===== config.mk =====
export PLATFORM = sky130hd
export DESIGN_NAME = vagd_decoder
export DESIGN_NICKNAME = d
export VERILOG_FILES = /design/src/design/vagd_pkg.sv /design/src/design/vagd_decoder.sv
export SDC_FILE = /design/constraint.sdc
export NUM_CORES = 2
export LEC_CHECK = 0
export BUFFER_PORTS_ARGS = -buffer_cell sky130_fd_sc_hd__buf_2
export CORE_AREA = 2 2 422 424
export CTS_BUF_LIST = sky130_fd_sc_hd__clkbuf_8
export CTS_CLUSTER_DIAMETER = 80
export DETAILED_ROUTE_END_ITERATION = 12
export DIE_AREA = 0 0 424 426
export PLACE_DENSITY = 0.77
export SYNTH_ARGS = -nofsm -noshare
export SYNTH_HDL_FRONTEND = slang
export SYNTH_SLANG_ARGS = --single-unit
export TNS_END_PERCENT = 10

===== constraint.sdc =====
create_clock -name pclk -period 3.5 [get_ports pclk]
set_clock_uncertainty 0.1 [all_clocks]
set_input_delay 0.7 -clock pclk [delete_from_list [all_inputs] [get_ports pclk]]
set_output_delay 0.7 -clock pclk [all_outputs]
set_load 0.1 [all_outputs]

===== src/design/vagd_pkg.sv =====
// constants, types and field layout shared by the alu group decoder
//
// Behaviour
// - each instruction slot is two 32-bit words, first at +0, second at +4
// - a group holds one to four lane instructions plus zero to two literal slots
// - the instruction with the group-end flag set closes the group
// - literal use demands the first literal slot; second never alone
// - literal slots have no end flag; count comes from operand selects
// - first literal slot gives x then y, second gives z then w
// - lane slot equals destination channel, one per lane, absent lanes are nops
// - previous-result vector keeps last group's four lane outputs as a source
// - vectors are 128 bits, lane x in bits 31:0, lane w in 127:96
// - each lane writes only its own element, addresses may differ per lane
// - optional clamp to 0.0..1.0 and optional output scale by 2.0 or 4.0
// - each lane takes up to three 32-bit sources and yields one result
// - two-source word: 10-bit opcode field with top three bits zero
// - three-source word: five-bit opcode at same msb, top bits nonzero
// - two-source form has zero to two sources, three-source form three
// - operands reach 256 constants and 128 gprs, absolute or indexed
// - any source may pick built-in constants without a literal slot
// - double-precision ops span two or four slots, others one slot; the decoder takes every lane instruction as one slot
// - clause length counts all slots, literal slots included
// - nop lanes clear their previous result; vector cleared at clause end
package vagd_pkg;
  localparam int LANES  = 4;
  localparam int WORD_W = 32;
  localparam int SLOT_W = 64;
  localparam int VEC_W  = 128;
  // first word: two source selects, index mode, group end
  localparam int W0_SA     = 0;
  localparam int W0_SA_REL = 9;
  localparam int W0_SA_CH  = 10;
  localparam int W0_SB     = 13;
  localparam int W0_SB_REL = 22;
  localparam int W0_SB_CH  = 23;
  localparam int W0_IDX    = 26;
  localparam int W0_LAST   = 31;
  // second word, positions within that word
  localparam int W1_SC     = 0;
  localparam int W1_SC_REL = 9;
  localparam int W1_SC_CH  = 10;
  localparam int W1_OMOD   = 5;
  localparam int W1_OP_MSB = 17;
  localparam int W1_DST    = 21;
  localparam int W1_DREL   = 28;
  localparam int W1_DCH    = 29;
  localparam int W1_CLAMP  = 31;
  // source select codes
  localparam logic [8:0] SEL_GPR_MAX   = 9'h07f;
  localparam logic [8:0] SEL_ZERO      = 9'h0f8;
  localparam logic [8:0] SEL_ONE_INT   = 9'h0f9;
  localparam logic [8:0] SEL_MINUS_ONE = 9'h0fa;
  localparam logic [8:0] SEL_HALF      = 9'h0fb;
  localparam logic [8:0] SEL_ONE_F     = 9'h0fc;
  localparam logic [8:0] inline_literal_select = 9'h0fd;
  localparam logic [8:0] SEL_PREV      = 9'h0fe;
  localparam logic [8:0] SEL_CONST     = 9'h100;
  // float encodings
  localparam logic [31:0] FP_ONE  = 32'h3f800000;
  localparam logic [31:0] FP_HALF = 32'h3f000000;
  localparam int FP_EXP_LSB = 23;
  localparam int FP_EXP_MSB = 30;
  localparam logic [8:0] FP_EXP_MAX = 9'h0ff;
  localparam logic [1:0] OMOD_X2 = 2'h1;
  localparam logic [1:0] OMOD_X4 = 2'h2;
  // apb register map
  localparam logic [7:0] REG_CTRL   = 8'h00;
  localparam logic [7:0] REG_STATUS = 8'h04;
  localparam logic [7:0] REG_GROUPS = 8'h08;
  localparam logic [7:0] REG_SLOTS  = 8'h0c;
  localparam logic [7:0] REG_PV_X   = 8'h10;
  localparam logic [7:0] REG_PV_Y   = 8'h14;
  localparam logic [7:0] REG_PV_Z   = 8'h18;
  localparam logic [7:0] REG_PV_W   = 8'h1c;
  localparam int CTRL_EN     = 0;
  localparam int ERR_ORDER   = 0;
  localparam int ERR_OVERRUN = 1;
  localparam int ERR_LIT     = 2;
  localparam int STAT_BUSY   = 8;

  typedef enum logic [2:0] {
    S_IDLE = 3'b000, S_COLLECT = 3'b001, S_LIT = 3'b010,
    S_BUILD = 3'b011, S_ISSUE = 3'b100, S_WAIT = 3'b101
  } vagd_state_t;
  typedef enum logic [1:0] {K_GPR = 2'b00, K_CONST = 2'b01, K_VALUE = 2'b10} vagd_kind_t;
  typedef struct packed {
    vagd_kind_t  kind;
    logic [7:0]  addr;
    logic [1:0]  chan;
    logic [31:0] value;
  } vagd_opnd_t;
  typedef struct packed {
    logic             valid;
    logic             three_src;
    logic [9:0]       opcode;
    vagd_opnd_t [2:0] src;
    logic [6:0]       dst;
    logic             clamp;
    logic [1:0]       omod;
  } vagd_lane_t;
  typedef struct packed {
    logic [3:0]      mask;
    logic [3:0][6:0] addr;
    logic [127:0]    data;
  } vagd_wb_t;
endpackage


===== src/design/vagd_decoder.sv =====
// alu clause group decoder: slot intake, group issue, writeback and apb status
//
// The address map and the APB interface to the registers are this design's own decisions.
`timescale 1ns/10ps
module vagd_decoder
  import vagd_pkg::*;
#(
  parameter int LEN_W = 8
) (
  // clock and reset
  input  wire logic                    pclk,
  input  wire logic                    presetn,
  // apb slave
  input  wire logic                    psel,
  input  wire logic                    penable,
  input  wire logic                    pwrite,
  input  wire logic [7:0]              paddr,
  input  wire logic [31:0]             pwdata,
  output logic [31:0]                  prdata,
  output logic                         pready,
  output logic                         pslverr,
  // clause launch from sequencer
  input  wire logic                    launch_valid,
  input  wire logic [LEN_W-1:0]        launch_len,
  output logic                         launch_ready,
  output logic                         clause_done,
  // slot stream
  input  wire logic                    slot_valid,
  input  wire logic [SLOT_W-1:0]       slot_data,
  output logic                         slot_ready,
  // index sources
  input  wire logic [7:0]              loop_counter_index,
  input  wire logic [7:0]              index_reg_value,
  // group issue to lanes
  output logic                         issue_valid,
  input  wire logic                    issue_ready,
  output vagd_lane_t [LANES-1:0]       issue_lanes,
  // lane results and register writeback
  input  wire logic                    result_valid,
  input  wire logic [VEC_W-1:0]        result_data,
  output logic                         result_ready,
  output logic                         wb_valid,
  output vagd_wb_t                     wb_out
);

  if (LEN_W < 3 || LEN_W > 16) begin : g_len_bad
    $error("LEN_W must lie in 3..16");
  end

  vagd_state_t             state_reg;
  logic [LEN_W-1:0]        len_reg;
  logic [LEN_W-1:0]        slot_cnt_reg;
  logic [LANES-1:0][63:0]  raw_reg;
  logic [LANES-1:0]        lane_v_reg;
  logic [1:0]              last_lane_reg;
  logic [1:0]              lit_need_reg;
  logic                    lit_got_reg;
  logic [VEC_W-1:0]        lits_reg;
  logic [VEC_W-1:0]        pv_reg;
  vagd_lane_t [LANES-1:0]  issue_reg;
  vagd_lane_t [LANES-1:0]  issue_next;
  vagd_wb_t                wb_reg;
  logic                    wb_valid_reg;
  logic                    done_reg;
  logic                    en_reg;
  logic [2:0]              err_reg;
  logic [2:0]              err_set;
  logic [2:0]              err_clr;
  logic [15:0]             groups_reg;
  logic [31:0]             prdata_reg;
  logic [31:0]             rd_mux;
  logic                    slot_take;
  logic                    clause_end;
  logic                    is_last;
  logic [1:0]              lane;
  logic                    order_bad;
  logic [1:0]              need_all;
  logic                    lit_done;
  logic                    res_take;

  // operand format of a slot: three-source when any top opcode bit is set
  function automatic logic three_src(input logic [63:0] w);
    return |w[WORD_W+W1_OP_MSB -: 3];
  endfunction

  // literal slots needed by one instruction: bit0 first, bit1 second
  function automatic logic [1:0] need_lits(input logic [63:0] w);
    logic [1:0] n;
    n = 2'b00;
    if (w[W0_SA +: 9] == inline_literal_select) n = n | {w[W0_SA_CH+1], 1'b1};
    if (w[W0_SB +: 9] == inline_literal_select) n = n | {w[W0_SB_CH+1], 1'b1};
    if (three_src(w) && w[WORD_W+W1_SC +: 9] == inline_literal_select)
      n = n | {w[WORD_W+W1_SC_CH+1], 1'b1};
    return n;
  endfunction

  // resolve one source select into a register reference or a ready value
  function automatic vagd_opnd_t resolve(input logic [8:0] sel, input logic rel,
                                         input logic [1:0] ch, input logic [7:0] idx,
                                         input logic [VEC_W-1:0] lits,
                                         input logic [VEC_W-1:0] pv);
    vagd_opnd_t o;
    logic [7:0] off;
    o = '0;
    off = rel ? idx : 8'h00;
    o.chan = ch;
    if (sel >= SEL_CONST) begin
      o.kind = K_CONST;
      o.addr = sel[7:0] + off;
    end else if (sel <= SEL_GPR_MAX) begin
      o.kind = K_GPR;
      o.addr = {1'b0, 7'(sel[6:0] + off[6:0])};
    end else begin
      o.kind = K_VALUE;
      case (sel)
        SEL_ZERO:              o.value = 32'h00000000;
        SEL_ONE_INT:           o.value = 32'h00000001;
        SEL_MINUS_ONE:         o.value = 32'hffffffff;
        SEL_HALF:              o.value = FP_HALF;
        SEL_ONE_F:             o.value = FP_ONE;
        inline_literal_select: o.value = lits[{ch, 5'h00} +: 32];
        SEL_PREV:              o.value = pv[{ch, 5'h00} +: 32];
        default:               o.value = 32'h00000000;
      endcase
    end
    return o;
  endfunction

  // decode one stored slot into the lane issue record
  function automatic vagd_lane_t build_lane(input logic v, input logic [63:0] w,
                                            input logic [VEC_W-1:0] lits,
                                            input logic [VEC_W-1:0] pv,
                                            input logic [7:0] lidx,
                                            input logic [7:0] ridx);
    vagd_lane_t r;
    logic [7:0] idx;
    logic       t;
    r = '0;
    t = three_src(w);
    idx = w[W0_IDX] ? ridx : lidx;
    r.valid = v;
    r.three_src = t;
    // five-bit opcode right-aligned for the three-source form
    r.opcode = t ? {5'h00, w[WORD_W+W1_OP_MSB -: 5]} : w[WORD_W+W1_OP_MSB -: 10];
    r.src[0] = resolve(w[W0_SA +: 9], w[W0_SA_REL], w[W0_SA_CH +: 2], idx, lits, pv);
    r.src[1] = resolve(w[W0_SB +: 9], w[W0_SB_REL], w[W0_SB_CH +: 2], idx, lits, pv);
    if (t) begin
      r.src[2] = resolve(w[WORD_W+W1_SC +: 9], w[WORD_W+W1_SC_REL],
                         w[WORD_W+W1_SC_CH +: 2], idx, lits, pv);
      r.omod = 2'b00;
    end else begin
      r.omod = w[WORD_W+W1_OMOD +: 2];
    end
    r.dst = w[WORD_W+W1_DST +: 7] + (w[WORD_W+W1_DREL] ? idx[6:0] : 7'h00);
    r.clamp = w[WORD_W+W1_CLAMP];
    if (!v) r = '0;
    return r;
  endfunction

  // output modifier: scale by exponent bump, then clamp to unit range
  function automatic logic [31:0] lane_post(input logic [31:0] v, input logic clamp,
                                            input logic [1:0] omod);
    logic [31:0] r;
    logic [8:0]  e;
    r = v;
    e = {1'b0, v[FP_EXP_MSB:FP_EXP_LSB]};
    // zero, denormal, inf and nan pass unscaled
    if (e != 9'h000 && e != FP_EXP_MAX) begin
      if (omod == OMOD_X2) e = e + 9'h001;
      else if (omod == OMOD_X4) e = e + 9'h002;
      if (e >= FP_EXP_MAX) begin
        r[FP_EXP_MSB:FP_EXP_LSB] = FP_EXP_MAX[7:0];
        r[FP_EXP_LSB-1:0] = '0;
      end else begin
        r[FP_EXP_MSB:FP_EXP_LSB] = e[7:0];
      end
    end
    if (clamp) begin
      if (r[31]) r = 32'h00000000;
      else if (r > FP_ONE) r = FP_ONE;
    end
    return r;
  endfunction

  // slot intake decode; word at +0 sits in the low half
  assign slot_ready = (state_reg == S_COLLECT) || (state_reg == S_LIT);
  assign slot_take  = slot_valid && slot_ready;
  assign clause_end = (slot_cnt_reg + LEN_W'(1)) == len_reg;
  assign is_last    = slot_data[W0_LAST];
  assign lane       = slot_data[WORD_W+W1_DCH +: 2];
  assign order_bad  = (lane_v_reg != '0) && (lane <= last_lane_reg);
  assign need_all   = lit_need_reg | need_lits(slot_data);
  assign lit_done   = !lit_need_reg[1] || lit_got_reg;
  assign res_take   = (state_reg == S_WAIT) && result_valid;

  // main sequence
  always_ff @(posedge pclk or negedge presetn) begin
    if (!presetn) begin
      state_reg <= S_IDLE;
    end else begin
      unique case (state_reg)
        S_IDLE: begin
          if (launch_valid && launch_ready && launch_len != '0) state_reg <= S_COLLECT;
        end
        S_COLLECT: begin
          if (slot_take && (is_last || clause_end)) begin
            // a truncated clause cannot deliver literals
            if (need_all != 2'b00 && !clause_end) state_reg <= S_LIT;
            else state_reg <= S_BUILD;
          end
        end
        S_LIT: begin
          if (slot_take && (lit_done || clause_end)) state_reg <= S_BUILD;
        end
        S_BUILD: state_reg <= S_ISSUE;
        S_ISSUE: begin
          if (issue_ready) state_reg <= S_WAIT;
        end
        S_WAIT: begin
          if (result_valid) state_reg <= (slot_cnt_reg == len_reg) ? S_IDLE : S_COLLECT;
        end
        default: state_reg <= S_IDLE;
      endcase
    end
  end

  // clause length and slot counter, every slot counts
  always_ff @(posedge pclk or negedge presetn) begin
    if (!presetn) begin
      len_reg      <= '0;
      slot_cnt_reg <= '0;
    end else if (state_reg == S_IDLE && launch_valid && launch_ready) begin
      len_reg      <= launch_len;
      slot_cnt_reg <= '0;
    end else if (slot_take) begin
      slot_cnt_reg <= slot_cnt_reg + LEN_W'(1);
    end
  end

  // group collection: lane slots then literal slots
  always_ff @(posedge pclk or negedge presetn) begin
    if (!presetn) begin
      raw_reg       <= '0;
      lane_v_reg    <= '0;
      last_lane_reg <= '0;
      lit_need_reg  <= '0;
      lit_got_reg   <= 1'b0;
      lits_reg      <= '0;
    end else if (res_take || state_reg == S_IDLE) begin
      lane_v_reg   <= '0;
      lit_need_reg <= '0;
      lit_got_reg  <= 1'b0;
      lits_reg     <= '0;
    end else if (slot_take && state_reg == S_COLLECT) begin
      raw_reg[lane]    <= slot_data;
      lane_v_reg[lane] <= 1'b1;
      last_lane_reg    <= lane;
      lit_need_reg     <= need_all;
    end else if (slot_take && state_reg == S_LIT) begin
      // first literal slot holds x,y; second holds z,w
      if (!lit_got_reg) lits_reg[63:0] <= slot_data;
      else lits_reg[127:64] <= slot_data;
      lit_got_reg <= 1'b1;
    end
  end

  // issue record, built once all slots of the group are in
  always_comb begin
    for (int l = 0; l < LANES; l++) begin
      issue_next[l] = build_lane(lane_v_reg[l], raw_reg[l], lits_reg, pv_reg,
                                 loop_counter_index, index_reg_value);
    end
  end

  always_ff @(posedge pclk or negedge presetn) begin
    if (!presetn) begin
      issue_reg <= '0;
    end else if (state_reg == S_BUILD) begin
      issue_reg <= issue_next;
    end
  end

  assign issue_valid  = (state_reg == S_ISSUE);
  assign issue_lanes  = issue_reg;
  assign result_ready = (state_reg == S_WAIT);

  // writeback and previous-result vector
  always_ff @(posedge pclk or negedge presetn) begin
    if (!presetn) begin
      wb_reg       <= '0;
      wb_valid_reg <= 1'b0;
      pv_reg       <= '0;
    end else begin
      wb_valid_reg <= res_take;
      if (res_take) begin
        for (int l = 0; l < LANES; l++) begin
          // each lane lands only in its own element
          wb_reg.data[l*WORD_W +: WORD_W] <= issue_reg[l].valid ?
            lane_post(result_data[l*WORD_W +: WORD_W], issue_reg[l].clamp,
                      issue_reg[l].omod) : 32'h00000000;
          wb_reg.addr[l] <= issue_reg[l].dst;
          wb_reg.mask[l] <= issue_reg[l].valid;
          // nop lanes leave zero behind, never a stale value
          pv_reg[l*WORD_W +: WORD_W] <= (issue_reg[l].valid && slot_cnt_reg != len_reg) ?
            lane_post(result_data[l*WORD_W +: WORD_W], issue_reg[l].clamp,
                      issue_reg[l].omod) : 32'h00000000;
        end
      end else if (state_reg == S_IDLE) begin
        pv_reg <= '0;
      end
    end
  end

  assign wb_valid = wb_valid_reg;
  assign wb_out   = wb_reg;

  // clause completion pulse and group count
  always_ff @(posedge pclk or negedge presetn) begin
    if (!presetn) begin
      done_reg   <= 1'b0;
      groups_reg <= '0;
    end else begin
      done_reg <= res_take && (slot_cnt_reg == len_reg);
      if (res_take) groups_reg <= groups_reg + 16'h0001;
    end
  end

  assign clause_done  = done_reg;
  assign launch_ready = (state_reg == S_IDLE) && en_reg;

  // sticky error causes
  always_comb begin
    err_set = 3'b000;
    err_set[ERR_ORDER] = slot_take && state_reg == S_COLLECT && order_bad;
    err_set[ERR_OVERRUN] = slot_take && state_reg == S_COLLECT && clause_end && !is_last;
    err_set[ERR_LIT] = slot_take && clause_end &&
                       ((state_reg == S_COLLECT && is_last && need_all != 2'b00) ||
                        (state_reg == S_LIT && !lit_done));
  end

  // apb write strobes
  assign err_clr = (psel && penable && pwrite && paddr == REG_STATUS) ? pwdata[2:0] : 3'b000;

  // a new error in the clearing cycle survives the clear
  always_ff @(posedge pclk or negedge presetn) begin
    if (!presetn) begin
      err_reg <= '0;
    end else begin
      err_reg <= (err_reg & ~err_clr) | err_set;
    end
  end

  always_ff @(posedge pclk or negedge presetn) begin
    if (!presetn) begin
      en_reg <= 1'b0;
    end else if (psel && penable && pwrite && paddr == REG_CTRL) begin
      en_reg <= pwdata[CTRL_EN];
    end
  end

  // read mux; unmapped reads return zero
  always_comb begin
    rd_mux = 32'h00000000;
    case (paddr)
      REG_CTRL:   rd_mux[CTRL_EN] = en_reg;
      REG_STATUS: rd_mux = 32'(err_reg) | (32'(state_reg != S_IDLE) << STAT_BUSY);
      REG_GROUPS: rd_mux = {16'h0000, groups_reg};
      REG_SLOTS:  rd_mux = {{(32-LEN_W){1'b0}}, slot_cnt_reg};
      REG_PV_X:   rd_mux = pv_reg[31:0];
      REG_PV_Y:   rd_mux = pv_reg[63:32];
      REG_PV_Z:   rd_mux = pv_reg[95:64];
      REG_PV_W:   rd_mux = pv_reg[127:96];
      default:    rd_mux = 32'h00000000;
    endcase
  end

  // read data captured in the setup cycle, answered with no wait state
  always_ff @(posedge pclk or negedge presetn) begin
    if (!presetn) begin
      prdata_reg <= '0;
    end else if (psel && !penable) begin
      prdata_reg <= rd_mux;
    end
  end

  assign prdata  = prdata_reg;
  assign pready  = 1'b1;
  assign pslverr = psel && penable && (paddr > REG_PV_W || paddr[1:0] != 2'b00);

endmodule


# Word level (Yosys, flattened, before mapping)
# Index checks and enable logic that the tools add are counted.
[word_totals]
ramBits = 0
latchBits = 0
word_cells = 585
ff_bits = 1370
mem_count = 0
romBits = 0
[classes]
bitwise = 9
multipliers = 0
n_mux = 195
n_shift = 24
n_reduce_logical = 76
addsub = 38
order_cmp = 36
n_div = 0
eq_ne = 109
[ops]
columns = ["cell", "count"]
rows = [
  ["$shiftx A128 B8 Y32", 24],
  ["$pmux W32 S6", 12],
  ["$mux W32", 36],
  ["$eq A9 B8 Y1 const B", 75],
  ["$mux W128", 5],
  ["$mux W154", 4],
  ["$mux W31", 16],
  ["$bwmux W256", 1],
  ["$pmux W31 S7", 1],
  ["$mux W64", 3],
  ["$mux W44", 4],
  ["$mux W8", 22],
  ["$mux W10", 16],
  ["$mux W9", 16],
  ["$demux W64 S2", 1],
  ["$gt A32 B30 Y1 const B", 4],
  ["$add A7 B7 Y7", 16],
  ["$mux W7", 16],
  ["$ge A9 B9 Y1 const B", 12],
  ["$le A9 B7 Y1 const B", 12],
  ["$add A8 B8 Y8", 12],
  ["$mux W23", 4],
  ["$mux W2", 21],
  ["$reduce_bool A8 Y1", 5],
  ["47 further kinds", 149],
]

# Logic depth before layout (Yosys ltp)
[logic_depth]
ltp_word = 15
depth_mapped = 11

# Least setup slack after synthesis
# No wires, ideal clock.
[synth_timing]
path_kind = "input-to-reg"
startpoint = "input port result_data[119]"
endpoint = "register wb_reg (netlist bit wb_out[102])"
stages = 11
setup_time_ns = 0.123
setup_slack_ns = 0.222
t_arrival_ns = 3.055
path_buffers = 2
cell_sequence = "clkbuf_1 > inv_1 > ha_1 > or4b_1 > nor4_4 > or4_1 > o211a_1 > nor4_4 > a221oi_4 > buf_6 > a32o_1"
[synth_via]
elab_chain_cells = 14
[synth_lines]
columns = ["element", "line_no", "text"]
rows = [
  ["start, declared", "vagd_decoder.sv:40", "input wire logic [VEC_W-1:0] result_data,"],
  ["$add A8 B2 Y9", "vagd_decoder.sv:170", "else if (omod == OMOD_X4) e = e + 9'h002;"],
  ["$mux W9", "vagd_decoder.sv:170", ""],
  ["$mux W9", "vagd_decoder.sv:169", "if (omod == OMOD_X2) e = e + 9'h001;"],
  ["$mux W9", "vagd_decoder.sv:168", "if (e != 9'h000 && e != FP_EXP_MAX) begin"],
  ["$mux W9", "vagd_decoder.sv:295", "if (res_take) begin"],
  ["$ge A9 B8 Y1", "vagd_decoder.sv:171", "if (e >= FP_EXP_MAX) begin"],
  ["$mux W23 or $mux W8 (tied branches)", "vagd_decoder.sv:171", ""],
  ["$mux W31 (*)", "vagd_decoder.sv:168", ""],
  ["$mux W31 (*)", "vagd_decoder.sv:295", ""],
  ["$gt A32 B30 Y1", "vagd_decoder.sv:180", "else if (r > FP_ONE) r = FP_ONE;"],
  ["$mux W31", "vagd_decoder.sv:180", ""],
  ["$mux W31", "vagd_decoder.sv:179", "if (r[31]) r = 32'h00000000;"],
  ["$mux W32 (*)", "vagd_decoder.sv:178", "if (clamp) begin"],
  ["$mux W32 (*)", "vagd_decoder.sv:298", "wb_reg.data[l*WORD_W +: WORD_W] <= issue_reg[l].valid ?"],
  ["end, declared", "vagd_decoder.sv:62", "vagd_wb_t wb_reg;"],
]
# Every way passes the cells marked *; elsewhere a longest branch is shown, timed or not. The select of a mux whose other input is x is not followed.
# A chain may end at the register's enable or synchronous reset.

# Worst setup path after layout
[layout_timing]
startpoint = "register raw_reg[149] (netlist bit)"
endpoint = "register issue_reg (netlist bit issue_lanes[374])"
[layout_via]
elab_chain_cells = 5
[layout_lines]
columns = ["element", "line_no", "text"]
rows = [
  ["start, declared", "vagd_decoder.sv:53", "logic [LANES-1:0][63:0] raw_reg;"],
  ["start signal, assigned by index", "vagd_decoder.sv:255", "raw_reg[lane] <= slot_data;"],
  ["parallel branches: the longest is 3 deep, another holds $le A9 B7 Y1", "-", ""],
  ["$mux W32 (*)", "vagd_decoder.sv:107", "if (sel >= SEL_CONST) begin"],
  ["$mux W154 (*)", "vagd_decoder.sv:156", "if (!v) r = '0;"],
  ["end signal, assigned", "vagd_decoder.sv:279", "issue_reg <= issue_next;"],
  ["end, declared", "vagd_decoder.sv:60", "vagd_lane_t [LANES-1:0] issue_reg;"],
]
# Mark *: on every way between the ends.

==> results.txt <==
----------------------------------------------------
[Worst setup path]
  WP data arrival ... around 4.3 ns
  Data required time at the worst endpoint ... between 4 and 5 ns
  Kind of cell adding the most delay to the critical path ... simple AND/OR/NAND/NOR gates
  Path depth of the worst reg2reg path ... 8
  Delay of the slowest cell on the worst path ... approximately 0.54 ns
  Crit path top cell by count ... buf_12
  Reg2reg start ... raw_reg[149]
  Buffering stage count on the worst path with inverters included ... 2
  Maximum fanout encountered on the critical timing path ... 40
  CP Launch Type ... register
  Crit Path Class ... register to register
  Register-to-Register Setup Slack ... 0.04 ns
  R2R Path End ... issue_lanes[374]
  Cell type of the slowest stage on the worst timing path ... mux2i_1
  Crit end category ... register
  Cells along the critical path ... nand2b_1 > or2_2 > nor4b_2 > buf_12 > buf_12 > mux4_2 > mux2i_1 > o21ai_0

[Global routing]
  Antenna violations before repair ... 36
  Global-route wire length before repair ... 544 mm
  GRT Resource Usage Total ... 42.5%
  Aggregate global routing overflow ... 0
  Via count of the first global-routing pass ... 71500
  Largest net degree at the start of global routing ... 172

[Min path]
  Type of the tightest min-delay check ... input port to asynchronous set/reset pin

[Placement]
  Gpl congestion ... 1.04
  Port Buf Inserts ... 1050
  Half-perimeter wire length after placement ... slightly below 300 mm
  Cell Count Post-Placement ... between 10000 and 15000

[Finish]
  Most frequent cells in the layout ... dfrtp_1 (1296), buf_2 (1048), nand2_1 (949), mux4_2 (768), a21oi_1 (477)
  Synthesis-to-layout area growth ... 19.1%
  Post-layout util ... a little under three fifths
  Post-layout nets ... roughly 8600
  Commonest non-fill, non-tap cell in the layout ... dfrtp_1
  Number of flip-flops in the largest register ... 616
  Final Non-Filler Cells ... 10700
  Share of post-route cells with drive strength above 1 ... around a third

[STA]
  Final hold violation count ... 0
  Worst slew slack as a fraction of its limit ... 16.3%
  Highest achievable clock rate ... approximately 290 MHz
  Setup repair after global routing missed its margin ... yes
  Fin crit share ... 98.7%
  Transition at the pin with the smallest max-transition slack ... 1.25 ns
  Fin crit period ... between 3 and 4 ns
  Number of endpoints failing setup at the final stage ... 0
  Final total negative setup slack ... 0 ns
  Max-slew violations ... 0
  Worst Hold Slack ... 0.0590 ns

[Power and ir drop]
  Internal cell power ... between 40000 and 50000 uW
  Peak supply drop ... ~1000 uV
  Net switching power figure ... 43200 uW
  Design Power ... roughly 85000 uW
  Sequential Power Share ... 32.4%
  Clock network power share ... 18.8%
  Logic gate share of total power ... 48.8%
  Areal power density over the cells ... between 800 and 900 mW/mm2
  Static Leak ... about 0.044 uW
  Proportion of total power due to net switching ... 50.9%

[Synthesis]
  Unique masters post-synth ... 77
  Mean instance size in the synthesized netlist ... 11.4 um2
  Number of enable flip-flop cells after synthesis ... 0
  Gate count after technology mapping ... just over 7000
  Synthesized net count ... 7633
  Async S/R FF share, synth ... 100%
  Register bit total from synthesis ... roughly 1300
  Commonest register cell after synthesis ... dfrtp_1
  Number of warning messages in the yosys log ... 0
  Register area share after synthesis ... 40.1%
  Area of the mapped netlist ... 0.0826 mm2

[Clock tree]
  Clock network latency to the later pin of the worst-skew pair ... ~1.1 ns
  Clock Pin Slew Worst Setup and Hold Paths ... roughly 0.070 ns
  Sink count of the clock tree ... 1322
  H-tree depth reported by CTS ... 4
  TritonCTS clock tree ... built
  TritonCTS Buffers ... 230
  CTS max path bufs ... 3
  Post-CTS setup buffers ... 0
  Cell at the root of the clock tree ... clkbuf_8

[Routing]
  Vias ... 75100
  First DRT Iteration DRCs ... 11100
  DRC violation count after routing ... 0
  Routed wire length per instance ... 36.4 um
  First-pass iteration count of the detailed router ... 8
  Routed Antenna Nets ... 0
  Total Wirelength ... 391 mm
  Number of vias per cell ... around 7

[Floorplan]
  Core box area ... 0.176 mm2
  Overall die height ... between 400 and 500 um
  Die ar. ... 0.181 mm2
  Horiz. Die Dim ... 424 um
  Top Ports ... 1081
  Effective utilization at floorplan ... ~47%
  Number of placement rows ... about 150

[Job]
  Max-cap check violation count ... 0

[Run status]
  Run status ... complete, no violations

----------------------------------------------------
-- worst max-delay path by stage --
stage                       start               end  slack [ns]  cells past startpoint
2_1_floorplan    result_data[119]       wb_out[102]        0.22                     11
3_3_place_gp   index_reg_value[1]  issue_lanes[557]      0.0001                     11
3_5_place_dp     result_data[119]       wb_out[123]       -0.08                     10
4_1_cts              state_reg[2]      launch_ready       0.008                      5
5_1_grt              state_reg[2]      launch_ready      0.0009                      5
6_report             raw_reg[149]  issue_lanes[374]        0.04                      8
-- power by group through the flow --
stage / sequential [uW] / clock, uW / combinational [uW]
finish: 27500 / 16000 / 41400
global route: 27700 / 16700 / 42800
CTS: 26900 / 16000 / 40700
detailed placement: 27100 / 0 / 40500
global placement: 26800 / 0 / 39900
floorplan: 32900 / 0 / 21700
-- timing repair --
| item | 4_1_cts | 5_1_grt |
|---|---|---|
| gates resized for setup | 5 | 1 |
| hold endpoints to repair | 884 | 0 |
| setup endpoints to repair | 2 | 58 |
| hold buffers | 163 | 0 |
-- metal layers --
layer | routed length [um] | global-route usage [%] | vias up
met5 | 397 | 1.08 | -
met4 | 38400 | 32.7 | 26
met3 | 57200 | 17.6 | 1547
li1 | - | - | 29200
met2 | 165000 | 60.4 | 6459
met1 | 131000 | 51.0 | 37900
-- area by class of cell --
cell class                      instances  area [um2]
Antenna cell                           29        72.6
Clock buffer                          298        4100
Clock inverter                        129        1100
Fill cell                           14800       77400
Inverter                               35         131
Multi-Input combinational cell       5008       46300
Sequential cell                      1322       33200
Tap cell                             2340        2930
Timing Repair Buffer                 1584       10500
-- cell usage after synthesis (8+ instances only) --
| cell | count | area, um2 |
|---|---|---|
| xnor2_1 | 107 | 937 |
| nor3_1 | 46 | 230 |
| nand2b_1 | 22 | 138 |
| nand2_1 | 949 | 3560 |
| a32o_1 | 150 | 1500 |
| nor2_1 | 141 | 529 |
| or3_1 | 12 | 75.1 |
| mux2i_1 | 421 | 4210 |
| nor2b_1 | 146 | 913 |
| o21a_1 | 13 | 97.6 |
| nor4_1 | 33 | 206 |
| a211oi_1 | 19 | 143 |
| nand3b_1 | 16 | 120 |
| and3_1 | 30 | 188 |
| ha_1 | 128 | 1600 |
| a21oi_1 | 482 | 2410 |
| inv_1 | 35 | 131 |
| a22oi_1 | 51 | 383 |
| a41oi_1 | 11 | 96.3 |
| clkbuf_1 | 745 | 2800 |
| buf_1 | 79 | 297 |
| a21boi_0 | 8 | 60.1 |
| mux4_2 | 768 | 17300 |
| nand3_1 | 75 | 375 |
| a31oi_1 | 15 | 93.8 |
| a222oi_1 | 10 | 100 |
| and4b_1 | 12 | 120 |
| and2_1 | 29 | 181 |
| o31ai_1 | 62 | 465 |
| buf_2 | 22 | 110 |
| xor2_1 | 72 | 631 |
| o41ai_1 | 12 | 105 |
| mux2_2 | 233 | 2620 |
| fa_1 | 16 | 320 |
| nor3b_1 | 19 | 143 |
| or2_2 | 8 | 50.1 |
| a21o_1 | 94 | 706 |
| dfrtp_1 | 1322 | 33100 |
| a22o_1 | 136 | 1190 |
| o21bai_1 | 14 | 105 |
| o211ai_1 | 145 | 1090 |
| a221oi_1 | 17 | 149 |
| o21ai_0 | 375 | 1880 |
| nand4_1 | 35 | 219 |
-- stage by stage --
step	instance area [um2]	setup slack, ns
after CTS	98300	0.00779
after global placement	91400	0.000133
after floorplan	82600	0.222
after detailed placement	91400	-0.0758
after global routing	98300	0.000878
final	98400	0.0439
-- logic make-up (layout without fill, tap and decap cells) --
group,Yosys count,in the layout,share of synthesized area (%)
AOI/OAI and AO/OA,1651,1651,13.3
xor gates and xnor gates,179,179,1.90
adders and majority gates,144,144,2.33
buffers and inverters,894,2046,4.19
DFF,1322,1322,40.1
muxes,1422,1422,29.2
other,1,30,0.00454
and+or+nand+nor,1611,1611,9.00
(Power assumes the default switching activity.)
